`src/common/lpsup_pkg.sv`:
```
package lpsup_pkg;

    // clock rate
    localparam int CLK_PERIOD_PS = 5000;

    // heartbeat timing in ns
    localparam int HB_DELAY_NS  = 1200;
    localparam int HB_WIDTH_NS  = 1000;
    localparam int HB_DELAY_CYC = (HB_DELAY_NS * 1000) / CLK_PERIOD_PS;
    localparam int HB_WIDTH_CYC = (HB_WIDTH_NS * 1000) / CLK_PERIOD_PS;

    // jabber timing in ms
    localparam int JAB_ON_MS   = 85;
    localparam int JAB_OFF_MS  = 500;
    localparam int JAB_ON_CYC  = (JAB_ON_MS * 1000) * (1000000 / CLK_PERIOD_PS);
    localparam int JAB_OFF_CYC = (JAB_OFF_MS * 1000) * (1000000 / CLK_PERIOD_PS);

    // pulse widths in ns
    localparam int PULSE_NS  = 100;
    localparam int PULSE_CYC = (PULSE_NS * 1000) / CLK_PERIOD_PS;

    // normal link pulse and burst period in ms
    localparam int PERIOD_MS  = 16;
    localparam int PERIOD_CYC = (PERIOD_MS * 1000) * (1000000 / CLK_PERIOD_PS);

    // fast burst timing in us
    localparam int CLK_SPACE_US  = 125;
    localparam int DATA_OFS_US   = 62;
    localparam int CLK_SPACE_CYC = (CLK_SPACE_US * 1000000) / CLK_PERIOD_PS;
    localparam int DATA_OFS_CYC  = (DATA_OFS_US * 1000000) / CLK_PERIOD_PS;

    // burst length in ms, and the number of clock pulses that covers it
    localparam int BURST_MS      = 2;
    localparam int BURST_CYC     = (BURST_MS * 1000) * (1000000 / CLK_PERIOD_PS);
    localparam int BURST_CLOCKS  = BURST_CYC / CLK_SPACE_CYC + 1;
    localparam int WORD_BITS     = BURST_CLOCKS - 1;

    // wide counter width
    localparam int CNT_W = 28;

    // link modes
    typedef enum logic [1:0] {
        LPSUP_MODE_OFF,
        LPSUP_MODE_NLP,
        LPSUP_MODE_BURST
    } lpsup_mode_type;

    // link pulse output bundle
    typedef struct packed {
        logic pulse;
        logic burst_active;
        logic word_done;
    } lpsup_link_type;

endpackage

```
`src/lpsup_core.sv`:
```
`timescale 1ns/100ps
// Summary of operation
// - heartbeat 1200 ns after transmit, 1000 ns long
// - jabber on after 85 ms, off 500 ms
// - idle normal link pulse 100 ns, 16 ms
// - burst clock and data pulses 100 ns wide
// - burst clock pulses 125 us apart
// - one bit gives data pulse 62 us later
// - burst spans 2 ms first to last
// - bursts start 16 ms apart
module lpsup_core #(
    parameter int JAB_ON    = lpsup_pkg::JAB_ON_CYC,
    parameter int JAB_OFF   = lpsup_pkg::JAB_OFF_CYC,
    parameter int PERIOD    = lpsup_pkg::PERIOD_CYC,
    parameter int CLK_SPACE = lpsup_pkg::CLK_SPACE_CYC,
    parameter int DATA_OFS  = lpsup_pkg::DATA_OFS_CYC
) (
    // clock and reset
    input  wire logic                     core_clk,
    input  wire logic                     reset_n,
    // mode and transmit
    input  wire lpsup_pkg::lpsup_mode_type link_mode,
    input  wire logic                     mode_10m,
    input  wire logic                     tx_active,
    input  wire logic [lpsup_pkg::WORD_BITS-1:0] burst_word,
    // outputs
    output lpsup_pkg::lpsup_link_type     link_out,
    output logic                          collision_heartbeat,
    output logic                          jabber_active,
    output logic                          tx_gated
);
    import lpsup_pkg::*;

    // slot index spans every clock pulse of a burst; the width counter spans one pulse
    localparam int IDX_W = $clog2(BURST_CLOCKS + 1);
    localparam int PW_W  = $clog2(PULSE_CYC + 1);

    // true in the closing clock slot, which never carries a data pulse
    function automatic logic last_slot(input logic [IDX_W-1:0] slot);
        return slot == IDX_W'(BURST_CLOCKS - 1);
    endfunction

    ////////////////////////////////////////////////////////////////////////
    // heartbeat after end of transmission
    // a new end of transmit restarts the timer; mode_10m is looked at on that edge only
    logic             tx_prev_q;
    logic [CNT_W-1:0] hb_cnt_q;
    logic             hb_run_q;
    logic             tx_end;
    // end of transmit in 10 Mb/s arms the heartbeat
    assign tx_end = tx_prev_q && !tx_active && mode_10m;

    // counter runs from the end of transmit through the end of the pulse
    always_ff @(posedge core_clk or negedge reset_n) begin
        if (!reset_n) begin
            tx_prev_q           <= 1'b0;
            hb_cnt_q            <= '0;
            hb_run_q            <= 1'b0;
            collision_heartbeat <= 1'b0;
        end else begin
            tx_prev_q <= tx_active;
            if (tx_end) begin
                hb_run_q            <= 1'b1;
                hb_cnt_q            <= '0;
                collision_heartbeat <= 1'b0;
            end else if (hb_run_q) begin
                hb_cnt_q <= hb_cnt_q + 1'b1;
                // rises after the delay count, falls after the width count
                if (hb_cnt_q == CNT_W'(HB_DELAY_CYC - 1)) begin
                    collision_heartbeat <= 1'b1;
                end
                if (hb_cnt_q == CNT_W'(HB_DELAY_CYC + HB_WIDTH_CYC - 1)) begin
                    collision_heartbeat <= 1'b0;
                    hb_run_q            <= 1'b0;
                end
            end
        end
    end

    ////////////////////////////////////////////////////////////////////////
    // jabber supervisor
    // counts continuous 10 Mb/s transmit; the release timer then ignores transmit
    logic [CNT_W-1:0] jab_cnt_q;

    // one counter serves both the arming and the release time
    always_ff @(posedge core_clk or negedge reset_n) begin
        if (!reset_n) begin
            jab_cnt_q     <= '0;
            jabber_active <= 1'b0;
        end else if (!jabber_active) begin
            // arming: only an unbroken run of 10 Mb/s transmit counts
            if (tx_active && mode_10m) begin
                if (jab_cnt_q == CNT_W'(JAB_ON - 1)) begin
                    jabber_active <= 1'b1;
                    jab_cnt_q     <= '0;
                end else begin
                    jab_cnt_q <= jab_cnt_q + 1'b1;
                end
            end else begin
                jab_cnt_q <= '0;
            end
        end else begin
            if (jab_cnt_q == CNT_W'(JAB_OFF - 1)) begin
                jabber_active <= 1'b0;
                jab_cnt_q     <= '0;
            end else begin
                jab_cnt_q <= jab_cnt_q + 1'b1;
            end
        end
    end

    // transmit passes only while the supervisor is quiet
    assign tx_gated = tx_active && !jabber_active;

    ////////////////////////////////////////////////////////////////////////
    // period timer for link pulses and bursts
    // leaving the off mode restarts it, so the first pulse follows at once
    logic [CNT_W-1:0] per_cnt_q;
    logic             per_tick;
    assign per_tick = (per_cnt_q == '0) && (link_mode != LPSUP_MODE_OFF);

    // a tick at count zero starts a pulse or a burst
    always_ff @(posedge core_clk or negedge reset_n) begin
        if (!reset_n) begin
            per_cnt_q <= '0;
        end else if (link_mode == LPSUP_MODE_OFF) begin
            per_cnt_q <= '0;
        end else if (per_cnt_q == CNT_W'(PERIOD - 1)) begin
            per_cnt_q <= '0;
        end else begin
            per_cnt_q <= per_cnt_q + 1'b1;
        end
    end

    ////////////////////////////////////////////////////////////////////////
    // burst sequencer: clock slots with optional data pulse
    // the word is latched at burst start and shifted out one bit per slot
    logic                 burst_q;
    logic [IDX_W-1:0]     slot_q;
    logic [CNT_W-1:0]     slot_cnt_q;
    logic [WORD_BITS-1:0] word_q;
    logic                 fire;
    logic                 done_q;

    // slot counter wraps each clock spacing and moves to the next bit
    always_ff @(posedge core_clk or negedge reset_n) begin
        if (!reset_n) begin
            burst_q    <= 1'b0;
            slot_q     <= '0;
            slot_cnt_q <= '0;
            word_q     <= '0;
            done_q     <= 1'b0;
        end else begin
            done_q <= 1'b0;
            // a tick in burst mode starts a burst unless one is still running
            if (per_tick && link_mode == LPSUP_MODE_BURST && !burst_q) begin
                burst_q    <= 1'b1;
                slot_q     <= '0;
                slot_cnt_q <= '0;
                word_q     <= burst_word;
            end else if (burst_q) begin
                if (slot_cnt_q == CNT_W'(CLK_SPACE - 1)) begin
                    slot_cnt_q <= '0;
                    word_q     <= word_q >> 1;
                    slot_q     <= slot_q + 1'b1;
                end else begin
                    slot_cnt_q <= slot_cnt_q + 1'b1;
                end
                // the burst ends one cycle before the last clock pulse falls, after 19 of its 20 cycles
                if (last_slot(slot_q) && slot_cnt_q == CNT_W'(PULSE_CYC - 1)) begin
                    burst_q <= 1'b0;
                    done_q  <= 1'b1;
                end
            end
        end
    end

    // pulse start decisions: clock slot start, data for a one bit, idle pulse
    // an idle pulse is held back while the MAC transmits
    always_comb begin
        fire = 1'b0;
        if (burst_q && slot_cnt_q == '0) begin
            fire = 1'b1;
        end
        // a one bit gives a data pulse mid slot; a zero bit leaves the slot empty
        if (burst_q && slot_cnt_q == CNT_W'(DATA_OFS) && word_q[0] && !last_slot(slot_q)) begin
            fire = 1'b1;
        end
        if (per_tick && link_mode == LPSUP_MODE_NLP && !tx_active) begin
            fire = 1'b1;
        end
    end

    ////////////////////////////////////////////////////////////////////////
    // pulse width stretcher
    // a start while high reloads the width, so back to back pulses never shrink
    logic [PW_W-1:0] pw_cnt_q;
    logic            pulse_q;

    // width counts down from the reload value
    always_ff @(posedge core_clk or negedge reset_n) begin
        if (!reset_n) begin
            pw_cnt_q <= '0;
            pulse_q  <= 1'b0;
        end else if (fire) begin
            pulse_q  <= 1'b1;
            pw_cnt_q <= PW_W'(PULSE_CYC - 1);
        end else if (pw_cnt_q != '0) begin
            pw_cnt_q <= pw_cnt_q - 1'b1;
        end else begin
            // the pulse falls once the count has run out
            pulse_q <= 1'b0;
        end
    end

    ////////////////////////////////////////////////////////////////////////
    // link bundle straight from flops
    // word_done flags the end of each burst for one cycle
    assign link_out.pulse        = pulse_q;
    assign link_out.burst_active = burst_q;
    assign link_out.word_done    = done_q;

endmodule

```
`config.mk`:
```
export PLATFORM = sky130hd
export DESIGN_NAME = lpsup_core
export DESIGN_NICKNAME = d
export VERILOG_FILES = /design/src/common/lpsup_pkg.sv /design/src/lpsup_core.sv
export SDC_FILE = /design/constraint.sdc
export NUM_CORES = 1
export LEC_CHECK = 0
export BUFFER_PORTS_ARGS = -buffer_cell sky130_fd_sc_hd__buf_2
export CAP_MARGIN = 20
export CORE_MARGIN = 8
export CORE_UTILIZATION = 56
export CTS_BUF_LIST = sky130_fd_sc_hd__clkbuf_16
export CTS_CLUSTER_SIZE = 10
export DETAILED_ROUTE_END_ITERATION = 7
export MAX_ROUTING_LAYER = met4
export PLACE_DENSITY = 0.82
export SYNTH_ARGS = -nofsm -noshare
export SYNTH_HDL_FRONTEND = slang
export SYNTH_SLANG_ARGS = --single-unit
```
`constraint.sdc`:
```
create_clock -name core_clk -period 2.1 [get_ports core_clk]
set_input_delay 0.105 -clock core_clk [delete_from_list [all_inputs] [get_ports core_clk]]
set_output_delay 0.105 -clock core_clk [all_outputs]
set_load 0.1 [all_outputs]
```
Word level (Yosys, flattened, before mapping)
Cells that the tools add are included.
{"block": "totals", "reg_bits": 145, "inputBits": 22, "out_inout_bits": 6, "word_cells": 103}
{"block": "classes", "addsub": 6, "eq_ne": 12, "n_mux": 41, "reduce_logical": 30}
{"op": "$mux 28", "n": 11}
{"op": "$add 28x1->28 const B", "n": 4}
{"op": "$logic_not 28->1", "n": 2}
{"op": "$mux 16", "n": 3}
{"op": "$eq 28x14->1 const B", "n": 1}
{"op": "$eq 28x15->1 const B", "n": 1}
{"op": "$eq 28x22->1 const B", "n": 1}
{"op": "$eq 28x25->1 const B", "n": 1}
{"op": "$eq 28x27->1 const B", "n": 1}
{"op": "$eq 28x5->1 const B", "n": 1}
{"op": "$eq 28x8->1 const B", "n": 1}
{"op": "$eq 28x9->1 const B", "n": 1}
{"op": "$mux 5", "n": 5}
{"op": "$mux 1", "n": 22}
{"op": "$logic_and 1x1->1", "n": 14}
{"op": "$reduce_bool 2->1", "n": 5}
{"op": "$add 5x1->5 const B", "n": 1}
{"op": "$eq 5x5->1 const B", "n": 1}
{"op": "$reduce_bool 5->1", "n": 1}
{"op": "$sub 5x1->5 const B", "n": 1}
{"op": "$logic_not 1->1", "n": 4}
{"op": "$reduce_and 2->1", "n": 2}
{"op": "$reduce_bool 3->1", "n": 1}
{"op": "$eq 2x1->1 const B", "n": 1}
{"op": "other kinds (3)", "n": 3}

Logic depth before layout (Yosys ltp)
{"block": "depth", "depth_word": 7, "ltp_mapped": 9, "mapped_depth_nobuf": 7}

Worst setup path before layout
Ideal clock, no wire load.
{"block": "synth_path", "path_kind": "flip-flop to flip-flop", "from": "register jabber_active", "to": "register jab_cnt_q[10]", "setup_ns": 0.072, "t_arrival_ns": 3.117, "t_required_ns": 2.028, "slack_ns": -1.090, "stages_incl_launch_ff": 7, "path_buffers": 2, "synth_period_minus_slack_ns": 3.190, "cell_sequence": "dfrtp_1 -> nor2b_1 -> nand2_1 -> o21a_1 -> clkbuf_1 -> clkbuf_1 -> nor2_1"}
{"block": "synth_between", "elab_chain_len": 1}
{"item": "start, declared", "line_no": "lpsup_core.sv:29", "rtl": "output logic jabber_active,"}
{"item": "start signal, assigned", "line_no": "lpsup_core.sv:89", "rtl": "jabber_active <= 1'b0;"}
{"item": "start signal, assigned", "line_no": "lpsup_core.sv:94", "rtl": "jabber_active <= 1'b1;"}
{"item": "start signal, assigned", "line_no": "lpsup_core.sv:104", "rtl": "jabber_active <= 1'b0;"}
{"item": "$mux 28", "line_no": "lpsup_core.sv:90", "rtl": "end else if (!jabber_active) begin"}
{"item": "end signal, assigned", "line_no": "lpsup_core.sv:97", "rtl": "jab_cnt_q <= jab_cnt_q + 1'b1;"}
{"item": "end signal, assigned", "line_no": "lpsup_core.sv:107", "rtl": "jab_cnt_q <= jab_cnt_q + 1'b1;"}
{"item": "end, declared", "line_no": "lpsup_core.sv:83", "rtl": "logic [CNT_W-1:0] jab_cnt_q;"}
Every way passes these cells.
A chain may end at the register's enable or synchronous reset.

Worst setup path in the final report
{"block": "layout_path", "from": "register per_cnt_q[21]", "to": "register word_q[3]"}
{"block": "layout_between", "elab_chain_len": 6, "word_cells_on_any_way": 8, "cone_classes": "mux: 1; reduce/logical: 7"}
{"item": "start, declared", "line_no": "lpsup_core.sv:118", "rtl": "logic [CNT_W-1:0] per_cnt_q;"}
{"item": "start signal, assigned", "line_no": "lpsup_core.sv:131", "rtl": "per_cnt_q <= per_cnt_q + 1'b1;"}
{"item": "$logic_not 28->1 (*)", "line_no": "lpsup_core.sv:120", "rtl": "assign per_tick = (per_cnt_q == '0) && (link_mode != LPSUP_MODE_OFF);"}
{"item": "$logic_and 1x1->1 (*)", "line_no": "lpsup_core.sv:120"}
{"item": "$logic_and 1x1->1 (*) (2 in series)", "line_no": "lpsup_core.sv:156", "rtl": "if (per_tick && link_mode == LPSUP_MODE_BURST && !burst_q) begin"}
{"item": "$reduce_bool 2->1 (no source line)"}
{"item": "$reduce_and 2->1 (no source line)"}
{"item": "end signal, assigned", "line_no": "lpsup_core.sv:160", "rtl": "word_q <= burst_word;"}
{"item": "end signal, assigned", "line_no": "lpsup_core.sv:164", "rtl": "word_q <= word_q >> 1;"}
{"item": "end, declared", "line_no": "lpsup_core.sv:141", "rtl": "logic [WORD_BITS-1:0] word_q;"}
Mark *: on every way between the ends. The rest lies on a longest branch, timed or not.

==> out/results.tsv <==
metric	value	unit
outcome	complete, but fails checks	
failed_checks	negative setup slack	
antenna_found_initial	0	
ys_seq_elements	145	
setup_viol	39	
fin_crit	2.28	ns
grt_usage	22.0	%
slew_headroom	64.6	%
drv_slew	0	
synth_fp_nets	867	
antenna_left	0	
fin_tns_setup	-3.21	ns
grt_pass1_vias	6536	
drc	0	
min-delay-start	link_mode[1]	
busiest_layer	met2	
wl_per_cell	17.7	um
cts_buffer_depth	2	
rsz0062_at_grt	true	
hold_depth	3	
gp_congestion	0.917	
cts.sinks	145	
hpwl	11600	um
seqCellArea	3630	um2
nFillCells	894	
cts_made_buffers	17	
fp.dieH	133	um
grt_pass1_wl	31500	um
met1_usage	27.5	%
via_per_inst	6.20	
setup.worst_path.start_class	flop	
clk_pin_slew	0.06	ns
startpoint	per_cnt_q[21]	
initial_core_util	57.6	%
maxCapViolations	0	
firstDrtPassIters	5	
die-area	17700	um2
finalHoldViolCount	0	
die_w	133	um
layout_commonest_cell	dfrtp_1	
finalPower	9.95	mW
finClkSkew	0.0150	ns
insertion_delay	0.43	ns
ir_drop	0.665	mV
overflow	0	
cts_tree	done	
r2r_cells	7	
yosysWarnings	0	
drt_iter0_markers	898	
final_cell_mix	dfrtp_1 (144), nor2_1 (114), buf_4 (71), nand2_1 (63), xnor2_1 (43)	
synth_edf_count	0	
antenna_cells	0	
io_pins	28	
yosys.cell_types.count	53	
required	2.43	ns
grt_max_degree	57	
worstPathArrival	2.61	ns
num_vias	6983	
use_met3	4.96	%
p_leak	4.14	nW
async_flop_share	100	%
core-area	13300	um2
use_met2	34.5	%
drt_wl_total	19900	um
cp_max_fo	8	
fin_ws	-0.178	ns
io_buffers	27	
synthFlopType	dfrtp_1	
fin_nets	970	
dp_cells	1061	
fmax	439	MHz
drive_above_1_share	19.1	%
final_cell_count_no_fill	1127	
ys_seq_area_share	47.4	%
synthCells	835	
area_delta_synth_final	24.9	%
worstSetupPathType	reg -> reg	
hold_ws	0.0861	ns
finalCritPeriodShare	108	%
cts_root_buf	clkbuf_16	
pwr_density_cell	1040	nW/um2
std_cell_rows	42	
r2r_start	per_cnt_q[21]	
cts_htree_levels	4	
holdCritPathClass	in -> reg	
avgSynthCellArea	9.17	um2
syn_area	7650	um2
crit_path_end_kind	flop	
multi_input_area	3950	um2
tightest_slew	0.531	ns
-- critical path: stages (launching register included) --
cell and delay, ns:
dfrtp_1 0.38, or4_4 0.54, or4_4 0.45, buf_6 0.14
nor4_4 0.25, buf_6 0.19, nor3_1 0.05, nor2_1 0.18
-- power breakdown --
part	total, mW	switching (mW)	internal (mW)
sequential	3.89	0.581	3.31
clock	3.12	1.16	1.96
combinational	2.94	1.68	1.26
total	9.95	3.42	6.53
-- layer usage --
layer / up-vias / wire length, um
met4: 0 / 612
li1: 3231 / -
met1: 3375 / 8330
met5: - / 0
met3: 66 / 1220
met2: 311 / 9760
-- final timing paths --
path                       slack, ns             end
max in group asynchronous       1.13  slot_cnt_q[16]
min in group asynchronous       0.20   jab_cnt_q[26]
min reg2reg                     0.48    jab_cnt_q[0]
min                             0.09    per_cnt_q[8]
max reg2reg                    -0.18       word_q[3]
max                            -0.18       word_q[3]
-- timing repair --
item	CTS	global route
buffers inserted	1	11
pin swaps	0	12
resized for setup	6	40
endpoints found under the setup margin	21	77
gates cloned	0	3
hold buffers	19	0
hold endpoints to repair	71	0
-- flip-flops by register name (all words and copies together) (netlist names), 5 cells and up --
signal	count
slot_cnt_q	28
hb_cnt_q	28
word_q	16
slot_q	5
pw_cnt_q	5
jab_cnt_q	28
per_cnt_q	28
-- logic make-up after synthesis --
family	after synthesis	synth area share, %
AOI/OAI and AO/OA	115	9.89
xor gates and xnor gates	74	8.47
adders and majority gates	10	1.63
buffers and inverters	70	3.69
DFF	145	47.4
muxes	2	0.278
and+or+nand+nor	419	28.6
-- synthesized netlist by cell type (5+ instances only) --
cell type | number | area (um2)
a21o_1 | 6 | 45.0
a21oi_1 | 28 | 140
a31oi_1 | 22 | 138
a41oi_1 | 5 | 43.8
and2_1 | 5 | 31.3
and3_1 | 19 | 119
and4_1 | 14 | 123
buf_2 | 7 | 35.0
clkbuf_1 | 35 | 131
dfrtp_1 | 145 | 3630
ha_1 | 10 | 125
inv_1 | 24 | 90.1
nand2_1 | 63 | 236
nand3_1 | 37 | 185
nand4_1 | 41 | 257
nor2_1 | 116 | 435
nor2b_1 | 7 | 43.8
nor3_1 | 38 | 190
nor4_1 | 38 | 238
nor4b_1 | 7 | 61.3
o21ai_0 | 21 | 105
o32ai_1 | 16 | 140
or3_1 | 11 | 68.8
or4_1 | 6 | 45.0
xnor2_1 | 43 | 377
xor2_1 | 31 | 272
-- metrics by stage --
stage	cell area [um2]	util (%)	setup slack (ns)
detailed placement	8430	63.4	-0.0625
floorplan	7700	-	-0.0707
finish	9560	71.9	-0.178
global route	9560	71.9	-0.257
global placement	8430	63.4	-0.0455
CTS	9260	69.6	-0.0213
-- area by class of cell --
cell class | count | area share (%)
Timing Repair Buffer | 130 | 11.2
Sequential cell | 145 | 38.0
Inverter | 24 | 0.942
Clock inverter | 15 | 1.83
Tap cell | 176 | 2.30
Multi-Input combinational cell | 620 | 41.3
Clock buffer | 17 | 4.45
Power figures use the tool's default switching activity.
